===== src/logic/dps_pkg.sv =====
// Package for the drive parameter store: offsets, ranges, defaults, timing.
// Assumes a single 250 MHz system clock and an APB register bus.
package dps_pkg;

  // ----------------------------------------------------------------
  // Timing
  // ----------------------------------------------------------------
  localparam int unsigned CLK_HZ = 250_000_000;
  localparam int unsigned LED_SLOW_MS = 500;
  localparam int unsigned LED_FAST_MS = 50;
  localparam int unsigned LED_SLOW_CYC = CLK_HZ / 1000 * LED_SLOW_MS;
  localparam int unsigned LED_FAST_CYC = CLK_HZ / 1000 * LED_FAST_MS;

  // ----------------------------------------------------------------
  // Register offsets
  // ----------------------------------------------------------------
  localparam logic [11:0] A_DEV = 12'h000;
  localparam logic [11:0] A_OVL = 12'h004;
  localparam logic [11:0] A_STN = 12'h008;
  localparam logic [11:0] A_BAUD = 12'h00c;
  localparam logic [11:0] A_PWP = 12'h010;
  localparam logic [11:0] A_DWP = 12'h014;
  localparam logic [11:0] A_KEY = 12'h018;
  localparam logic [11:0] A_WOPT = 12'h01c;
  localparam logic [11:0] A_PSLOT0 = 12'h020;
  localparam logic [11:0] A_DSLOT0 = 12'h038;
  localparam logic [11:0] A_TSEL = 12'h044;
  localparam logic [11:0] A_ENC = 12'h048;
  localparam logic [11:0] A_CTRL = 12'h04c;
  localparam logic [11:0] A_STAT = 12'h050;
  localparam logic [11:0] A_PDAT0 = 12'h100;
  localparam int unsigned N_PSLOT = 6;
  localparam int unsigned N_DSLOT = 3;
  localparam int unsigned N_PDAT = 16;

  // ----------------------------------------------------------------
  // Ranges and defaults (threshold in 0.1 rev units)
  // ----------------------------------------------------------------
  localparam logic [9:0] DEV_MIN = 10'h001;
  localparam logic [9:0] DEV_MAX = 10'h3e8;
  localparam logic [9:0] DEV_DEF = 10'h096;
  localparam logic [6:0] OVL_MIN = 7'h0a;
  localparam logic [6:0] OVL_MAX = 7'h64;
  localparam logic [6:0] OVL_DEF = 7'h32;
  localparam logic [4:0] STN_MIN = 5'h01;
  localparam logic [4:0] STN_MAX = 5'h1f;
  localparam logic [4:0] STN_DEF = 5'h01;
  localparam logic [1:0] BAUD_MAX = 2'h2;
  localparam logic [15:0] BPS_0 = 16'h9600;
  localparam logic [15:0] BPS_1 = 16'h4b00;
  localparam logic [15:0] BPS_2 = 16'h2580;
  localparam logic [5:0] KEY_LOW_MAX = 6'h1b;
  localparam logic [5:0] KEY_HIGH_MIN = 6'h28;
  localparam logic [5:0] KEY_HIGH_MAX = 6'h2d;
  localparam logic [8:0] PSLOT_MAX = 9'h12b;
  localparam logic [8:0] IDX_DEV = 9'h0a9;
  localparam logic [8:0] IDX_OVL = 9'h0aa;
  localparam logic [8:0] IDX_PWP = 9'h0ae;
  localparam logic [8:0] IDX_DWP = 9'h0af;
  localparam logic [3:0] DSLOT_MAX = 4'hf;
  localparam logic [4:0] ENC_WIDE = 5'h14;
  localparam logic [4:0] ENC_NARROW = 5'h12;
  localparam int unsigned CTRL_CYCLE_BIT = 0;
  localparam int unsigned CTRL_TEST_BIT = 1;

  // Power-class settings, held as pending and as active copies
  typedef struct packed {
    logic [4:0] link_station_number;
    logic [1:0] link_baud_code;
    logic [5:0] keypad_startup_item;
    logic warning_display_option;
    logic test_mode_selector;
    logic encoder_width_select;
  } dps_cfg_s;

  localparam dps_cfg_s CFG_DEF = '{STN_DEF, 2'h0, 6'h00, 1'b0, 1'b0, 1'b0};

endpackage


===== src/logic/dps_store.sv =====
// Drive parameter store: APB register bank with power-class staging,
// RAM-held slots, write protection, threshold monitors and status LEDs.
// Assumes monitor inputs come from logic on clk_sys; a write of the
// control register with bit 0 set stands in for a control power cycle.
//
// Local design decisions: the register addresses and the APB interface to the registers.
`timescale 1ns/100ps
`default_nettype none

// Notes on behaviour
// Excess deviation alarm when deviation exceeds threshold, 0.1..100.0 rev, default 15.0.
// Overload warning once level reaches setting, 10..100 percent, default 50.
// Station number accepts 1..31 only, resets to 1.
// Baud code 0,1,2 decodes to 38400, 19200, 9600; default 0.
// Parameter protect set: all parameter writes refused except the protect flag.
// Positioning protect set: positioning data edits refused.
// Keypad shows selected startup item after power-up; default 0.
// Warning option 1 switches keypad to warning on fan, capacitor, battery.
// Low battery blinks orange LED at half-second intervals, option ignored.
// Six RAM parameter slots hold 0 or index 1..299 in three groups.
// RAM slots accept only always-class parameters; RAM writes unlimited.
// Power-on loads each RAM-held parameter with its default.
// Three RAM positioning slots hold 0 or entry 1..15, default 0.
// Power-on restores RAM-held positioning entries to default.
// Selector 0: test mode only on request, left at next power cycle.
// Selector 1: always start in test mode until cleared and cycled.
// In test mode the status LED blinks rapidly.
// Host must set encoder select to match motor: 0 wide, 1 narrow.
// Power-class values take effect only after a power cycle.
// Out-of-range writes are refused and the old value kept.
module dps_store
  import dps_pkg::*;
#(
  parameter int unsigned SLOW_CYC = dps_pkg::LED_SLOW_CYC,
  parameter int unsigned FAST_CYC = dps_pkg::LED_FAST_CYC
)(
  // Clock, reset, enable
  input wire logic clk_sys,
  input wire logic rstn,
  input wire logic ce,
  // APB slave
  input wire logic psel,
  input wire logic penable,
  input wire logic pwrite,
  input wire logic [11:0] paddr,
  input wire logic [31:0] pwdata,
  output logic [31:0] prdata,
  output logic pready,
  output logic pslverr,
  // Monitors
  input wire logic [15:0] position_deviation,
  input wire logic [6:0] overload_level,
  input wire logic fan_life_expired,
  input wire logic cap_life_expired,
  input wire logic battery_low,
  // Indications
  output logic excess_deviation_alarm,
  output logic overload_warning,
  output logic keypad_warning_show,
  output logic led_orange,
  output logic led_status,
  output logic test_mode_active,
  // Active power-class settings
  output dps_pkg::dps_cfg_s active_cfg,
  output logic [15:0] link_baud_bps,
  output logic [4:0] encoder_bits
);
  import dps_pkg::*;

  // ----------------------------------------------------------------
  // Functions
  // ----------------------------------------------------------------
  function automatic logic slot_ok(input logic [8:0] v);
    logic ok;
    ok = 1'b0;
    if (v == 9'h000)
      ok = 1'b1;
    else if (v <= PSLOT_MAX && v != 9'h064 && v != 9'h0c8)
    begin
      if (v > 9'h064 && v < 9'h0c8)
        ok = (v == IDX_DEV) || (v == IDX_OVL) || (v == IDX_PWP) || (v == IDX_DWP);
      else
        ok = 1'b1;
    end
    return ok;
  endfunction

  function automatic logic [15:0] baud_bps(input logic [1:0] c);
    logic [15:0] r;
    r = BPS_0;
    if (c == 2'h1)
      r = BPS_1;
    else if (c == 2'h2)
      r = BPS_2;
    return r;
  endfunction

  // ----------------------------------------------------------------
  // State
  // ----------------------------------------------------------------
  logic [9:0] dev_r;
  logic [6:0] ovl_r;
  logic pwp_r;
  logic dwp_r;
  dps_cfg_s pend_r;
  logic [8:0] pslot_r [N_PSLOT];
  logic [3:0] dslot_r [N_DSLOT];
  logic [31:0] pdat_r [N_PDAT];
  logic [31:0] slow_cnt_r;
  logic [31:0] fast_cnt_r;
  logic acc_ok;
  logic [31:0] rdata;
  logic do_wr;
  logic pcycle;
  logic treq;
  logic [3:0] pd_idx;
  logic in_pdat;

  assign do_wr = ce && psel && penable && pready && pwrite && acc_ok;
  assign pcycle = do_wr && paddr == A_CTRL && pwdata[CTRL_CYCLE_BIT];
  assign treq = do_wr && paddr == A_CTRL && pwdata[CTRL_TEST_BIT];
  assign pd_idx = paddr[5:2];
  assign in_pdat = paddr[11:6] == A_PDAT0[11:6] && paddr[1:0] == 2'h0 && pd_idx != 4'h0;

  // ----------------------------------------------------------------
  // Decode, range check and read data
  // ----------------------------------------------------------------
  always_comb
  begin
    logic prot;
    prot = pwp_r;
    acc_ok = 1'b1;
    rdata = 32'h0000_0000;
    if (in_pdat)
    begin
      rdata = pdat_r[pd_idx];
      acc_ok = !(pwrite && dwp_r);
    end
    else if (paddr >= A_PSLOT0 && paddr < A_DSLOT0 && paddr[1:0] == 2'h0)
    begin
      rdata = {23'h0, pslot_r[3'(paddr[4:2] - 3'h0) ^ 3'h0]};
      acc_ok = !(pwrite && (prot || !slot_ok(pwdata[8:0]) || pwdata[31:9] != 23'h0));
    end
    else
    begin
      unique case (paddr)
        A_DEV:
        begin
          rdata = {22'h0, dev_r};
          acc_ok = !(pwrite && (prot || pwdata < {22'h0, DEV_MIN} || pwdata > {22'h0, DEV_MAX}));
        end
        A_OVL:
        begin
          rdata = {25'h0, ovl_r};
          acc_ok = !(pwrite && (prot || pwdata < {25'h0, OVL_MIN} || pwdata > {25'h0, OVL_MAX}));
        end
        A_STN:
        begin
          rdata = {27'h0, pend_r.link_station_number};
          acc_ok = !(pwrite && (prot || pwdata < {27'h0, STN_MIN} || pwdata > {27'h0, STN_MAX}));
        end
        A_BAUD:
        begin
          rdata = {30'h0, pend_r.link_baud_code};
          acc_ok = !(pwrite && (prot || pwdata > {30'h0, BAUD_MAX}));
        end
        A_PWP:
        begin
          rdata = {31'h0, pwp_r};
          acc_ok = !(pwrite && pwdata > 32'h0000_0001);
        end
        A_DWP:
        begin
          rdata = {31'h0, dwp_r};
          acc_ok = !(pwrite && (prot || pwdata > 32'h0000_0001));
        end
        A_KEY:
        begin
          rdata = {26'h0, pend_r.keypad_startup_item};
          acc_ok = !(pwrite && (prot || !(pwdata <= {26'h0, KEY_LOW_MAX}
            || (pwdata >= {26'h0, KEY_HIGH_MIN} && pwdata <= {26'h0, KEY_HIGH_MAX}))));
        end
        A_WOPT:
        begin
          rdata = {31'h0, pend_r.warning_display_option};
          acc_ok = !(pwrite && (prot || pwdata > 32'h0000_0001));
        end
        A_DSLOT0, A_DSLOT0 + 12'h004, A_DSLOT0 + 12'h008:
        begin
          rdata = {28'h0, dslot_r[2'(paddr[3:2] - A_DSLOT0[3:2])]};
          acc_ok = !(pwrite && (prot || pwdata > {28'h0, DSLOT_MAX}));
        end
        A_TSEL:
        begin
          rdata = {31'h0, pend_r.test_mode_selector};
          acc_ok = !(pwrite && (prot || pwdata > 32'h0000_0001));
        end
        A_ENC:
        begin
          rdata = {31'h0, pend_r.encoder_width_select};
          acc_ok = !(pwrite && (prot || pwdata > 32'h0000_0001));
        end
        A_CTRL: rdata = 32'h0000_0000;
        A_STAT:
        begin
          rdata = {22'h0, active_cfg.link_baud_code, active_cfg.link_station_number,
            dwp_r, pwp_r, test_mode_active};
          acc_ok = !pwrite;
        end
        default: acc_ok = 1'b0;
      endcase
    end
  end

  // ----------------------------------------------------------------
  // APB answer: one wait state, then pready for one cycle
  // ----------------------------------------------------------------
  always_ff @(posedge clk_sys or negedge rstn)
  begin
    if (!rstn)
    begin
      pready <= 1'b0;
      pslverr <= 1'b0;
      prdata <= 32'h0000_0000;
    end
    else if (ce)
    begin
      pready <= psel && penable && !pready;
      pslverr <= psel && penable && !pready && !acc_ok;
      prdata <= (psel && penable && !pready && !pwrite) ? rdata : 32'h0000_0000;
    end
  end

  // ----------------------------------------------------------------
  // Always-class parameters, restored when held in RAM at power-on
  // ----------------------------------------------------------------
  function automatic logic ram_held(input logic [8:0] idx);
    logic h;
    h = 1'b0;
    for (int i = 0; i < N_PSLOT; i++)
      h = h | (pslot_r[i] == idx);
    return h;
  endfunction

  always_ff @(posedge clk_sys or negedge rstn)
  begin
    if (!rstn)
    begin
      dev_r <= DEV_DEF;
      ovl_r <= OVL_DEF;
      pwp_r <= 1'b0;
      dwp_r <= 1'b0;
    end
    else if (ce)
    begin
      if (pcycle)
      begin
        if (ram_held(IDX_DEV))
          dev_r <= DEV_DEF;
        if (ram_held(IDX_OVL))
          ovl_r <= OVL_DEF;
        if (ram_held(IDX_PWP))
          pwp_r <= 1'b0;
        if (ram_held(IDX_DWP))
          dwp_r <= 1'b0;
      end
      else if (do_wr)
      begin
        if (paddr == A_DEV)
          dev_r <= pwdata[9:0];
        if (paddr == A_OVL)
          ovl_r <= pwdata[6:0];
        if (paddr == A_PWP)
          pwp_r <= pwdata[0];
        if (paddr == A_DWP)
          dwp_r <= pwdata[0];
      end
    end
  end

  // ----------------------------------------------------------------
  // Power-class settings and slots, applied on a power cycle
  // ----------------------------------------------------------------
  always_ff @(posedge clk_sys or negedge rstn)
  begin
    if (!rstn)
    begin
      pend_r <= CFG_DEF;
      active_cfg <= CFG_DEF;
      for (int i = 0; i < N_PSLOT; i++)
        pslot_r[i] <= 9'h000;
      for (int i = 0; i < N_DSLOT; i++)
        dslot_r[i] <= 4'h0;
    end
    else if (ce)
    begin
      if (pcycle)
        active_cfg <= pend_r;
      if (do_wr)
      begin
        unique case (paddr)
          A_STN: pend_r.link_station_number <= pwdata[4:0];
          A_BAUD: pend_r.link_baud_code <= pwdata[1:0];
          A_KEY: pend_r.keypad_startup_item <= pwdata[5:0];
          A_WOPT: pend_r.warning_display_option <= pwdata[0];
          A_TSEL: pend_r.test_mode_selector <= pwdata[0];
          A_ENC: pend_r.encoder_width_select <= pwdata[0];
          A_DSLOT0, A_DSLOT0 + 12'h004, A_DSLOT0 + 12'h008:
            dslot_r[2'(paddr[3:2] - A_DSLOT0[3:2])] <= pwdata[3:0];
          default:
          begin
            if (paddr >= A_PSLOT0 && paddr < A_DSLOT0)
              pslot_r[paddr[4:2]] <= pwdata[8:0];
          end
        endcase
      end
    end
  end

  // ----------------------------------------------------------------
  // Positioning data table
  // ----------------------------------------------------------------
  always_ff @(posedge clk_sys or negedge rstn)
  begin
    if (!rstn)
    begin
      for (int i = 0; i < N_PDAT; i++)
        pdat_r[i] <= 32'h0000_0000;
    end
    else if (ce)
    begin
      if (pcycle)
      begin
        for (int s = 0; s < N_DSLOT; s++)
          if (dslot_r[s] != 4'h0)
            pdat_r[dslot_r[s]] <= 32'h0000_0000;
      end
      else if (do_wr && in_pdat)
        pdat_r[pd_idx] <= pwdata;
    end
  end

  // ----------------------------------------------------------------
  // Sequence test mode
  // ----------------------------------------------------------------
  always_ff @(posedge clk_sys or negedge rstn)
  begin
    if (!rstn)
      test_mode_active <= 1'b0;
    else if (ce)
    begin
      if (pcycle)
        test_mode_active <= pend_r.test_mode_selector;
      else if (treq)
        test_mode_active <= 1'b1;
    end
  end

  // ----------------------------------------------------------------
  // Monitors and derived outputs
  // ----------------------------------------------------------------
  always_ff @(posedge clk_sys or negedge rstn)
  begin
    if (!rstn)
    begin
      excess_deviation_alarm <= 1'b0;
      overload_warning <= 1'b0;
      keypad_warning_show <= 1'b0;
      link_baud_bps <= BPS_0;
      encoder_bits <= ENC_WIDE;
    end
    else if (ce)
    begin
      excess_deviation_alarm <= position_deviation > {6'h00, dev_r};
      overload_warning <= overload_level >= ovl_r;
      keypad_warning_show <= active_cfg.warning_display_option
        && (fan_life_expired || cap_life_expired || battery_low);
      link_baud_bps <= baud_bps(active_cfg.link_baud_code);
      encoder_bits <= active_cfg.encoder_width_select ? ENC_NARROW : ENC_WIDE;
    end
  end

  // ----------------------------------------------------------------
  // Status LEDs
  // ----------------------------------------------------------------
  always_ff @(posedge clk_sys or negedge rstn)
  begin
    if (!rstn)
    begin
      slow_cnt_r <= 32'h0000_0000;
      led_orange <= 1'b0;
    end
    else if (ce)
    begin
      if (!battery_low)
      begin
        slow_cnt_r <= 32'h0000_0000;
        led_orange <= 1'b0;
      end
      else if (slow_cnt_r == SLOW_CYC - 1)
      begin
        slow_cnt_r <= 32'h0000_0000;
        led_orange <= !led_orange;
      end
      else
        slow_cnt_r <= slow_cnt_r + 32'h0000_0001;
    end
  end

  always_ff @(posedge clk_sys or negedge rstn)
  begin
    if (!rstn)
    begin
      fast_cnt_r <= 32'h0000_0000;
      led_status <= 1'b0;
    end
    else if (ce)
    begin
      if (!test_mode_active)
      begin
        fast_cnt_r <= 32'h0000_0000;
        led_status <= 1'b0;
      end
      else if (fast_cnt_r == FAST_CYC - 1)
      begin
        fast_cnt_r <= 32'h0000_0000;
        led_status <= !led_status;
      end
      else
        fast_cnt_r <= fast_cnt_r + 32'h0000_0001;
    end
  end

  // ----------------------------------------------------------------
  // Assertions
  // ----------------------------------------------------------------
  a_dev_range: assert property (@(posedge clk_sys) disable iff (!rstn)
    dev_r >= DEV_MIN && dev_r <= DEV_MAX) else $error("deviation threshold out of range");
  a_ovl_warn: assert property (@(posedge clk_sys) disable iff (!rstn)
    ce && overload_level >= ovl_r |=> overload_warning) else $error("overload warning missing");
  a_stn_range: assert property (@(posedge clk_sys) disable iff (!rstn)
    pend_r.link_station_number != 5'h00) else $error("station number zero");
  a_pwp_block: assert property (@(posedge clk_sys) disable iff (!rstn)
    pwp_r && ce && psel && penable && pready && pwrite && paddr == A_DEV |=> $stable(dev_r))
    else $error("protected write changed threshold");
  a_dwp_block: assert property (@(posedge clk_sys) disable iff (!rstn)
    dwp_r && in_pdat && psel && penable && pwrite && pready |-> pslverr)
    else $error("protected posdata write accepted");
  a_power_apply: assert property (@(posedge clk_sys) disable iff (!rstn)
    !pcycle |=> $stable(active_cfg)) else $error("active setting changed without cycle");
  a_test_sel: assert property (@(posedge clk_sys) disable iff (!rstn)
    pcycle && pend_r.test_mode_selector |=> test_mode_active) else $error("test mode not entered");
  a_range_err: assert property (@(posedge clk_sys) disable iff (!rstn)
    ce && psel && penable && !pready && pwrite && paddr == A_STN && pwdata > 32'h0000_001f
    |=> pslverr ##1 $stable(pend_r.link_station_number)) else $error("bad station accepted");
  a_warn_opt: assert property (@(posedge clk_sys) disable iff (!rstn)
    ce && !active_cfg.warning_display_option |=> !keypad_warning_show) else $error("warning shown");
  a_led_off: assert property (@(posedge clk_sys) disable iff (!rstn)
    ce && !test_mode_active |=> !led_status) else $error("status LED blinks outside test mode");
  c_power_cycle: cover property (@(posedge clk_sys) disable iff (!rstn) pcycle);
  c_test_req: cover property (@(posedge clk_sys) disable iff (!rstn) treq ##1 test_mode_active);
  c_refused: cover property (@(posedge clk_sys) disable iff (!rstn) pready && pslverr);

endmodule

`default_nettype wire


===== config.mk =====
export PLATFORM = sky130hd
export DESIGN_NAME = dps_store
export DESIGN_NICKNAME = d
export VERILOG_FILES = /design/src/logic/dps_pkg.sv /design/src/logic/dps_store.sv
export SDC_FILE = /design/constraint.sdc
export NUM_CORES = 1
export LEC_CHECK = 0
export BUFFER_PORTS_ARGS = -buffer_cell sky130_fd_sc_hd__buf_2
export CAP_MARGIN = 40
export CORE_AREA = 4 4 283 285
export DETAILED_ROUTE_END_ITERATION = 10
export DIE_AREA = 0 0 287 289
export SYNTH_ARGS = -nofsm -noshare
export SYNTH_HDL_FRONTEND = slang
export SYNTH_SLANG_ARGS = --single-unit

===== constraint.sdc =====
create_clock -name clk_sys -period 3.59 [get_ports clk_sys]
set_clock_uncertainty 0.2 [all_clocks]
set_input_delay 1.077 -clock clk_sys [delete_from_list [all_inputs] [get_ports clk_sys]]
set_output_delay 1.077 -clock clk_sys [all_outputs]
set_load 0.02 [all_outputs]

==> impl_results.md, run 1 <==
- Arr. time, crit path: around 4000 ps
- Area grow syn2layout: 22.0%
- First-pass GRT wire length: approximately 170,000 um
- Total track usage: between 20 and 30%
- Final setup margin: -150 ps
- Ant. Diodes: 0
- Final antenna-violating net count: 0
- Largest stage delay on the critical path: ~570 ps
- Min-delay worst type: register to register
- RSZ-0062 raised after global routing: yes
- DRT iter0 DRCs: 2,538
- Number of synthesized flops with an enable pin: 0
- Hold Crit Endpoint: pdat_r[482]$_DFFE_PN0P_
- Reg2Reg Depth: 12
- Post-route cell area: 42,200 um^2
- Cell mode on critical path: buf_12
- Fin nets: roughly 3,000
- Register area share after synthesis: between 50% and 60%
- Flops & latches, synth: roughly 740
- Post-synth ARST share: 100%
- Status: finished with violations
- FP Rows: 102
- Max clock buf depth: 3
- Dpl ws: -1110 ps
- Maximum vdd drop: 0.316 mV
- Crit-path max FO: 10
- Setup CP Type: primary input to register
- Vias: ~26,000
- CP required: slightly below 4000 ps
- CTS buffer count: 80
- Worst Max-Slew Pin Slew: about 960 ps
- CP max-delay cell: or4_4
- Initial Utilization: 44.7%
- YS warnings: 0
- Number of global-route vias before repair: ~27,000
- Largest net degree at the start of global routing: 79
- Critical path launch point type: primary input
- Placement Cell Area: around 39,000 um^2
- CTS Sinks: approximately 740
- R2r setup slk: ~350 ps
- Routed vias/inst: 6.44
- Pre-Repair DR Iteration Count: 7
- Placed cells: between 3,000 and 4,000
- Total grt overflow: 0
- Later-pin clock latency in the skew report: around 630 ps
- Die Area: just over 80,000 um^2
- Core Box Area: between 70,000 and 80,000 um^2
- Syn avg cell area: ~13 um^2
- Clock root buffer: clkbuf_16
- Leakage: 19.4 nW
- CTS tree: built
- Tcrit/Tclk final: 104%
- Slew Limit Fails: 0
- Clock transition at path regs: 60 ps
- Primary FF master, synth: dfrtp_1
- Post-Route WL: about 110,000 um
- Violated checks: setup timing
- Hold path depth: 0
- IO buf count: 142
- Family with the most delay on the worst path: simple AND/OR/NAND/NOR gates
- Reg2reg end: pdat_r[26]$_DFFE_PN0P_
- Drt drc: 0
- Worst reg2reg path startpoint: pwp_r$_DFFE_PN0P_
- Worst rel slew slack: between 30% and 40%
- Fmax: around 0.27 GHz
- Antenna violations before repair: 2
- H-Tree Depth: 3
- Max-cap violations: 0
- Minimum clock period: between 3000 and 4000 ps
- Routability cong.: 0.898
- Final setup vio count: approximately 300
- Post-synthesis instance total: ~2,700
- I/O Pins: 153
- Power Dens Cells: approximately 420 nW/um^2
- WL/cell: around 28 um
- Final non-filler cell total: about 4,000
- DPL Wire Length: around 73,000 um
- Die height: slightly below 300 um
- Cell Area, Synth: between 30,000 and 40,000 um^2
- CP Capture Type: register
- Fillcell total: between 6,000 and 7,000
- Hold path startpoint: pdat_r[482]$_DFFE_PN0P_
- Post-synth cell types: 80
- Critical path buffer and inverter count: 5
- Share of cells above drive strength 1: between 30% and 40%
- Hold_buf cts: 0
- Final Hold Fails: 0
- Crit-path cells: buf_6 > or4_4 > or2_4 > or3_4 > a311oi_2 > nor2_2 > o31ai_4 > buf_12 > buf_12 > nor4_4 > buf_4 > buf_12 > a22o_1
- Die span in x: roughly 290 um
-- area by class of cell --
type	instances	area (um^2)	area share (%)
sequential	741	18600	44.0
multi-input combinational	1588	15300	36.2
clock buffer	116	2310	5.47
tap	1040	1300	3.08
inverter	38	143	0.338
timing repair buffer	450	4210	9.98
clock inverter	29	388	0.919
-- synthesized netlist by cell type, drive strengths merged, types with 12 or more instances --
library cell  count  area (um^2)
a32o             27          270
inv              38          143
xnor2            17          149
nand2b           18          113
dfrtp           728        18200
o21ai            55          275
mux4            170         3830
dfstp            13          342
nand4            26          163
a22oi            12         90.1
nor2b            16          100
xor2             31          272
buf              62          308
a22o            487         4270
nand3            54          270
a31oi            16          115
and3             16          100
a21oi            38          190
nor4             32          394
ha               22          275
nor2            135          507
and2             14         87.6
clkbuf          234          878
mux2            108         1350
nand2            84          315
nor3             38          195
-- logic make-up after synthesis --
family / share of synthesized area (%)
adders and majority gates: 0.824
other: 0.0217
DFF: 53.6
buffers and inverters: 3.84
and+or+nand+nor: 8.05
xor gates and xnor gates: 1.22
muxes: 15.1
AOI/OAI and AO/OA: 17.3
-- registers in the layout, indices dropped and copies added, names as in the netlist, 7 cells and up --
register / flops
slow_cnt_r: 32
pend_r: 16
prdata: 32
dev_r: 10
fast_cnt_r: 32
dslot_r: 12
pslot_r: 54
active_cfg: 16
pdat_r: 512
ovl_r: 7
-- worst reg2reg max path: cells and delay by family, from the launching register on --
family | cells | cell delay [ps]
AO/OA/AOI/OAI | 5 | 900
AND/OR/NAND/NOR | 3 | 860
buffers and inverters | 4 | 690
flip-flops | 1 | 540
-- power by group --
group | internal (mW) | switching [mW]
clock | 5.00 | 3.48
combinational | 0.287 | 0.647
sequential | 8.37 | 0.0112
total | 13.7 | 4.14
-- repair_timing --
action / CTS / global route
gates resized for setup: 21 / 42
hold endpoints to repair: 0 / 0
buffers inserted: 16 / 8
setup endpoints to repair: 365 / 365
pin swaps: 10 / 9
gates cloned: 0 / 3
-- cells in the final DEF, fill, tap and decap left out, types with 9 or more instances in the layout --
cell,instances
a21o_1,9
a21oi_1,30
a221oi_1,9
a22o_1,487
a22oi_1,10
a31oi_1,15
a32o_1,27
and2_1,9
and3_1,15
buf_12,84
buf_2,134
buf_4,214
buf_6,13
clkbuf_1,20
clkbuf_16,83
clkbuf_8,15
clkinv_2,14
conb_1,10
dfrtp_1,728
dfstp_2,13
ha_1,22
inv_1,36
mux2_1,10
mux2_2,37
mux2_4,61
mux4_2,170
nand2_1,84
nand2b_1,18
nand3_1,53
nand4_1,26
nor2_1,129
nor2b_1,16
nor3_1,32
nor4_1,11
nor4_4,20
o21ai_0,55
o2bb2ai_1,10
o31ai_1,9
xnor2_1,17
xor2_1,31
-- worst max-delay path by stage --
stage                    start                      end  cells past startpoint  slack, ps
CTS                  pwdata[6]    pend_r[8]$_DFFE_PN0P_                     11        -20
floorplan            pwdata[7]  pslot_r[36]$_DFFE_PN0P_                     10       -610
global placement    pwdata[27]  pslot_r[52]$_DFFE_PN0P_                     11      -1060
detailed placement  pwdata[27]  pslot_r[37]$_DFFE_PN0P_                     11      -1110
global route        pwdata[31]  pdat_r[183]$_DFFE_PN0P_                     15       -180
finish               pwdata[6]  pdat_r[190]$_DFFE_PN0P_                     13       -150
-- routing by layer --
metal  vias up  track usage (%)  part of all wire (%)
met4         2             9.55                   3.6
met1     13618             37.5                    42
li1      10661                -                     -
met2      1240             41.9                    46
met5         -                0                 0.012
met3       251             5.41                   8.0
-- per-stage QoR --
step	setup TNS (ps)	hold slack, ps	util [%]	power, mW
final	-24640	172	54.6	17.8
after global routing	-33420	182	54.6	18.3
after detailed placement	-428620	163	50.3	9.45
after floorplan	-178210	225	-	8.94
after CTS	-75.5	176	54.2	17.9
after global placement	-422490	160	50.2	9.43
Note: power is estimated with default switching activity, not from simulation.
==> inputs of run 2 (changes only) <==
SETUP_SLACK_MARGIN = 0.02   (was default)
SKIP_CTS_REPAIR_TIMING = 1   (was default)
clock period = 4.49 ns   (was 3.59 ns; I/O delays follow)
==> impl_results.md, run 2 (synthesis gave the netlist of run 1 again) <==
- Status: completed
- Leakage: between 15 and 20 nW
- Total track usage: roughly a quarter
- Placement Cell Area: between 30,000 and 40,000 um^2
- Largest net degree at the start of global routing: 92
- Setup CP Type: primary input to register
- Final Hold Fails: 0
- Power Dens Cells: around 350 nW/um^2
- CP Depth: 10
- Die span in x: roughly 290 um
- Max-cap violations: 0
- Tcrit/Tclk final: ~98%
- Drt drc: 0
- Max reg flops: approximately 500
- Clock transition at path regs: around 60 ps
- Family with the most delay on the worst path: simple AND/OR/NAND/NOR gates
- Core Box Area: ~77,000 um^2
- Initial Utilization: between 40% and 50%
- Crit-path max FO: 13
- Die height: between 200 and 300 um
- H-Tree Depth: 3
- DPL Wire Length: slightly above 70,000 um
- WL/cell: 28.3 um
- Fin nets: a little under 3,000
- Min-delay worst type: register to register
- Final non-filler cell total: 3,904
- Final antenna-violating net count: 0
- Worst reg2reg path startpoint: pwp_r$_DFFE_PN0P_
- DRT iter0 DRCs: ~2,200
- Final Power: 14.2 mW
- Dpl ws: -388 ps
- Arr. time, crit path: 4700 ps
- CTS tree: built
- First-pass GRT wire length: between 150,000 and 200,000 um
- Setup crit end: pslot_r[30]$_DFFE_PN0P_
- Register bank with the most flops: pdat_r
- I/O Pins: between 150 and 200
- CP max-delay cell: nor4_4
- Final setup margin: around 110 ps
- Vias: 25,363
- CP Capture Type: register
- Post-Route WL: between 100,000 and 150,000 um
- Minimum clock period: about 4400 ps
- Worst Max-Slew Pin Slew: approximately 870 ps
- Area grow syn2layout: 17.8%
- Hold path depth: 0
- Share of cells above drive strength 1: 28.4%
- Crit. Startpoint: paddr[7]
- RSZ-0062 raised after global routing: yes
- Clock root buffer: clkbuf_16
- Most frequent cells in the layout: dfrtp_1 (728), a22o_1 (487), mux4_2 (170), buf_4 (152), buf_2 (139)
- Ant. Diodes: 0
- R2r setup slk: 800 ps
- Fillcell total: between 6,000 and 7,000
- Fin Hold WS: roughly 170 ps
- Post-route cell area: between 40,000 and 50,000 um^2
- Largest regs: pdat_r: 512 flops, pslot_r: 54 flops
- Setup TNS: 0 ps
- Critical path buffer and inverter count: 2
- Reg2Reg Depth: 9
- CTS buffer count: 82
- Max clock buf depth: 3
- Routability cong.: approximately 0.9
- Worst rel slew slack: between 40% and 50%
- Critical path launch point type: primary input
- Final core utilization: 52.7%
- Number of global-route vias before repair: 26,424
- CP required: 4810 ps
- Antenna violations before repair: 1
- FP Rows: between 100 and 150
- Crit-path cells: buf_2 > nor4b_1 > nand4_1 > a2111oi_0 > a311oi_1 > nor2_1 > o31ai_4 > buf_12 > nor4_4 > mux2_4
- Total grt overflow: 0
- Final setup vio count: 0
- Reg2reg end: pslot_r[30]$_DFFE_PN0P_
- Pre-Repair DR Iteration Count: 7
- IO buf count: 142
- Die Area: between 80,000 and 90,000 um^2
- Routed vias/inst: between 6 and 7
- Largest stage delay on the critical path: 720 ps
- Most common cell after layout, fill and taps aside: dfrtp_1
- Slew Limit Fails: 0
- Placed cells: around 3,800
- Fmax: approximately 0.23 GHz
- CTS Sinks: 741
- Maximum vdd drop: ~0.32 mV
- Later-pin clock latency in the skew report: 640 ps
run 2: cell count changes in the layout (fill, tap and decap cells not counted), moves of 5 or more:
cell	before	now
mux2_2	37	61
buf_6	13	1
mux2_4	61	36
buf_4	214	152
buf_2	134	139
buf_12	84	56
run 2: area by class of cell:
cell class              count  area (um^2)  share of cell area [%]
inverters                  38          143                   0.350
clock buffers             123         2440                    5.98
flip-flops and latches    741        18600                    45.5
clock inverters            23          299                   0.734
well taps                1040         1300                    3.19
repair buffers            351         3030                    7.43
multi-input cells        1588        15000                    36.8
run 2: layer usage:
layer / global-route usage [%] / wire length [um]
met1: 36.9 / 46500
met2: 42.1 / 51200
met3: 5.60 / 8480
met4: 9.73 / 4070
met5: 0 / 0
run 2: worst min-delay path by stage:
stage	startpoint	to	slack [ps]
final	pdat_r[481]$_DFFE_PN0P_	pdat_r[481]$_DFFE_PN0P_	170
after global routing	pdat_r[492]$_DFFE_PN0P_	pdat_r[492]$_DFFE_PN0P_	180
after CTS	pdat_r[508]$_DFFE_PN0P_	pdat_r[508]$_DFFE_PN0P_	180
after detailed placement	pdat_r[486]$_DFFE_PN0P_	pdat_r[486]$_DFFE_PN0P_	160
after global placement	pdat_r[503]$_DFFE_PN0P_	pdat_r[503]$_DFFE_PN0P_	160
after floorplan	pdat_r[480]$_DFFE_PN0P_	pdat_r[480]$_DFFE_PN0P_	220
run 2: power by group:
part	switching [mW]	total (mW)	internal [mW]	leakage (nW)
Combinational	0.503	0.705	0.201	7.02
Clock	2.79	6.84	4.05	1.35
Sequential	0.00934	6.70	6.69	10.3
run 2: worst register-to-register path, delay by kind of cell (launching register included):
family / cells / cell delay, ps
AO/OA/AOI/OAI: 4 / 890
AND/OR/NAND/NOR: 3 / 1340
buffers and inverters: 1 / 190
multiplexers: 1 / 360
flip-flops: 1 / 590
==> inputs of run 3 (changes only) <==
RECOVER_POWER = 25   (was default)
==> impl_results.md, run 3 (synthesis gave the netlist of run 1 again) <==
- Status: finished with violations
- Violated checks: capacitance limit, slew limit
- IO buf count: between 100 and 150
- Clock root buffer: clkbuf_16
- Final setup vio count: 0
- Leakage: approximately 19 nW
- Antenna violations before repair: 2
- Worst rel slew slack: -63.5%
- Later-pin clock latency in the skew report: 640 ps
- Fmax: between 0.2 and 0.25 GHz
- H-Tree Depth: 3
- Minimum clock period: between 4000 and 5000 ps
- Tcrit/Tclk final: around 96%
- Largest net degree at the start of global routing: between 90 and 100
- Routed vias/inst: roughly 6.5
- Most frequent cells in the layout: dfrtp_1 (728), a22o_1 (487), mux4_2 (170), buf_4 (149), buf_2 (138)
- Largest regs: pdat_r: 512 flops, pslot_r: 54 flops
- FP Rows: 102
- Pre-Repair DR Iteration Count: 5
- Largest stage delay on the critical path: a little over 700 ps
- DPL Wire Length: roughly 70,000 um
- CTS Sinks: 741
- Register bank with the most flops: pdat_r
- Pint: about 11 mW
- Crit-path max FO: 13
- CTS buffer count: ~80
- Crit. Startpoint: paddr[7]
- Die Area: between 80,000 and 90,000 um^2
- CP Capture Type: register
- Max-cap violations: 1
- Fin nets: 2,900
- Final antenna-violating net count: 0
- Critical path launch point type: primary input
- Final Power: about 14 mW
- Most common cell after layout, fill and taps aside: dfrtp_1
- Core Box Area: about 77,000 um^2
- Min-delay worst type: register to register
- First-pass GRT wire length: 170,000 um
- Switching pwr: 3.30 mW
- Power Dens Cells: 350 nW/um^2
- DRT iter0 DRCs: approximately 2,100
- Post-Route WL: around 110,000 um
- CTS tree: built
- Critical path buffer and inverter count: 2
- CP max-delay cell: nor4_4
- Share of cells above drive strength 1: 28.3%
- Total grt overflow: 0
- Slew Limit Fails: 68
- Clock transition at path regs: ~60 ps
- Area grow syn2layout: 17.6%
- Placed cells: between 3,000 and 4,000
- Combinational power share: 4.9%
- Arr. time, crit path: roughly 4600 ps
- RSZ-0062 raised after global routing: yes
- Final non-filler cell total: 3,904
- Die span in x: about 290 um
- CP required: between 4000 and 5000 ps
- Switch share: 23.2%
- Die height: approximately 290 um
- Worst reg2reg path startpoint: pwp_r$_DFFE_PN0P_
- Initial Utilization: 44.7%
- I/O Pins: roughly 150
- Vias: around 25,000
- Max clock buf depth: 3
- Sequential Power Share: 47.1%
- Number of global-route vias before repair: 26,424
- Total track usage: approximately a quarter
- Setup CP Type: primary input to register
- Maximum vdd drop: between 0.3 and 0.4 mV
- Family with the most delay on the worst path: simple AND/OR/NAND/NOR gates
- Max reg flops: just over 500
- WL/cell: between 20 and 30 um
- Worst Max-Slew Pin Slew: approximately 2500 ps
- Hold path startpoint: pdat_r[481]$_DFFE_PN0P_
- Ant. Diodes: 0
- Final Hold Fails: 0
- Part of the power in the clock network: 48.0%
- Crit-path cells: buf_2 > nor4b_1 > nand4_1 > a2111oi_0 > a311oi_1 > nor2_1 > o31ai_4 > buf_12 > nor4_4 > mux2_4
- Final core utilization: a little over half
- Routability cong.: about 0.90
- Drt drc: 0
- Fin Hold WS: approximately 170 ps
run 3: path summary, 6_finish.rpt:
check	end	slack [ps]	cells after the start
max	pslot_r[30]$_DFFE_PN0P_	170	10
min	pdat_r[481]$_DFFE_PN0P_	170	0
max reg2reg	pslot_r[30]$_DFFE_PN0P_	810	9
min reg2reg	pdat_r[481]$_DFFE_PN0P_	170	0
max in group asynchronous	prdata[31]$_DFFE_PN0P_	620	2
min in group asynchronous	pend_r[3]$_DFFE_PN0P_	1260	1
run 3: power by group through the flow:
stage / sequential (mW) / combinational, mW / clock, mW
floorplan: 6.83 / 0.316 / 0
CTS: 6.70 / 0.713 / 6.93
finish: 6.70 / 0.699 / 6.84
global placement: 6.82 / 0.699 / 0
global route: 6.70 / 0.761 / 7.22
detailed placement: 6.82 / 0.709 / 0
run 3: cell type report:
type                    instances  area (um^2)
clock inverters                23          299
clock buffers                 123         2440
repair buffers                351         2960
fillers                      6555        36600
inverters                      38          143
well taps                    1040         1300
flip-flops and latches        741        18600
multi-input cells            1588        15000
run 3: per-stage QoR:
step                      setup WS [ps]  cell area (um^2)  setup TNS (ps)
after floorplan                    13.7             34600               0
after global placement             -383             38000          -60030
after detailed placement           -388             38000          -52480
after CTS                           248             40800               0
after global routing               15.1             40700               0
final                               175             40700               0
run 3: metal layers:
| metal | global-route usage, % | wire length [um] | vias to the layer above |
|---|---|---|---|
| met5 | 0 | 0 | - |
| met3 | 5.60 | 8730 | 244 |
| met1 | 36.9 | 46400 | 13422 |
| met4 | 9.73 | 4150 | 0 |
| met2 | 42.1 | 51300 | 1221 |
| li1 | - | - | 10483 |
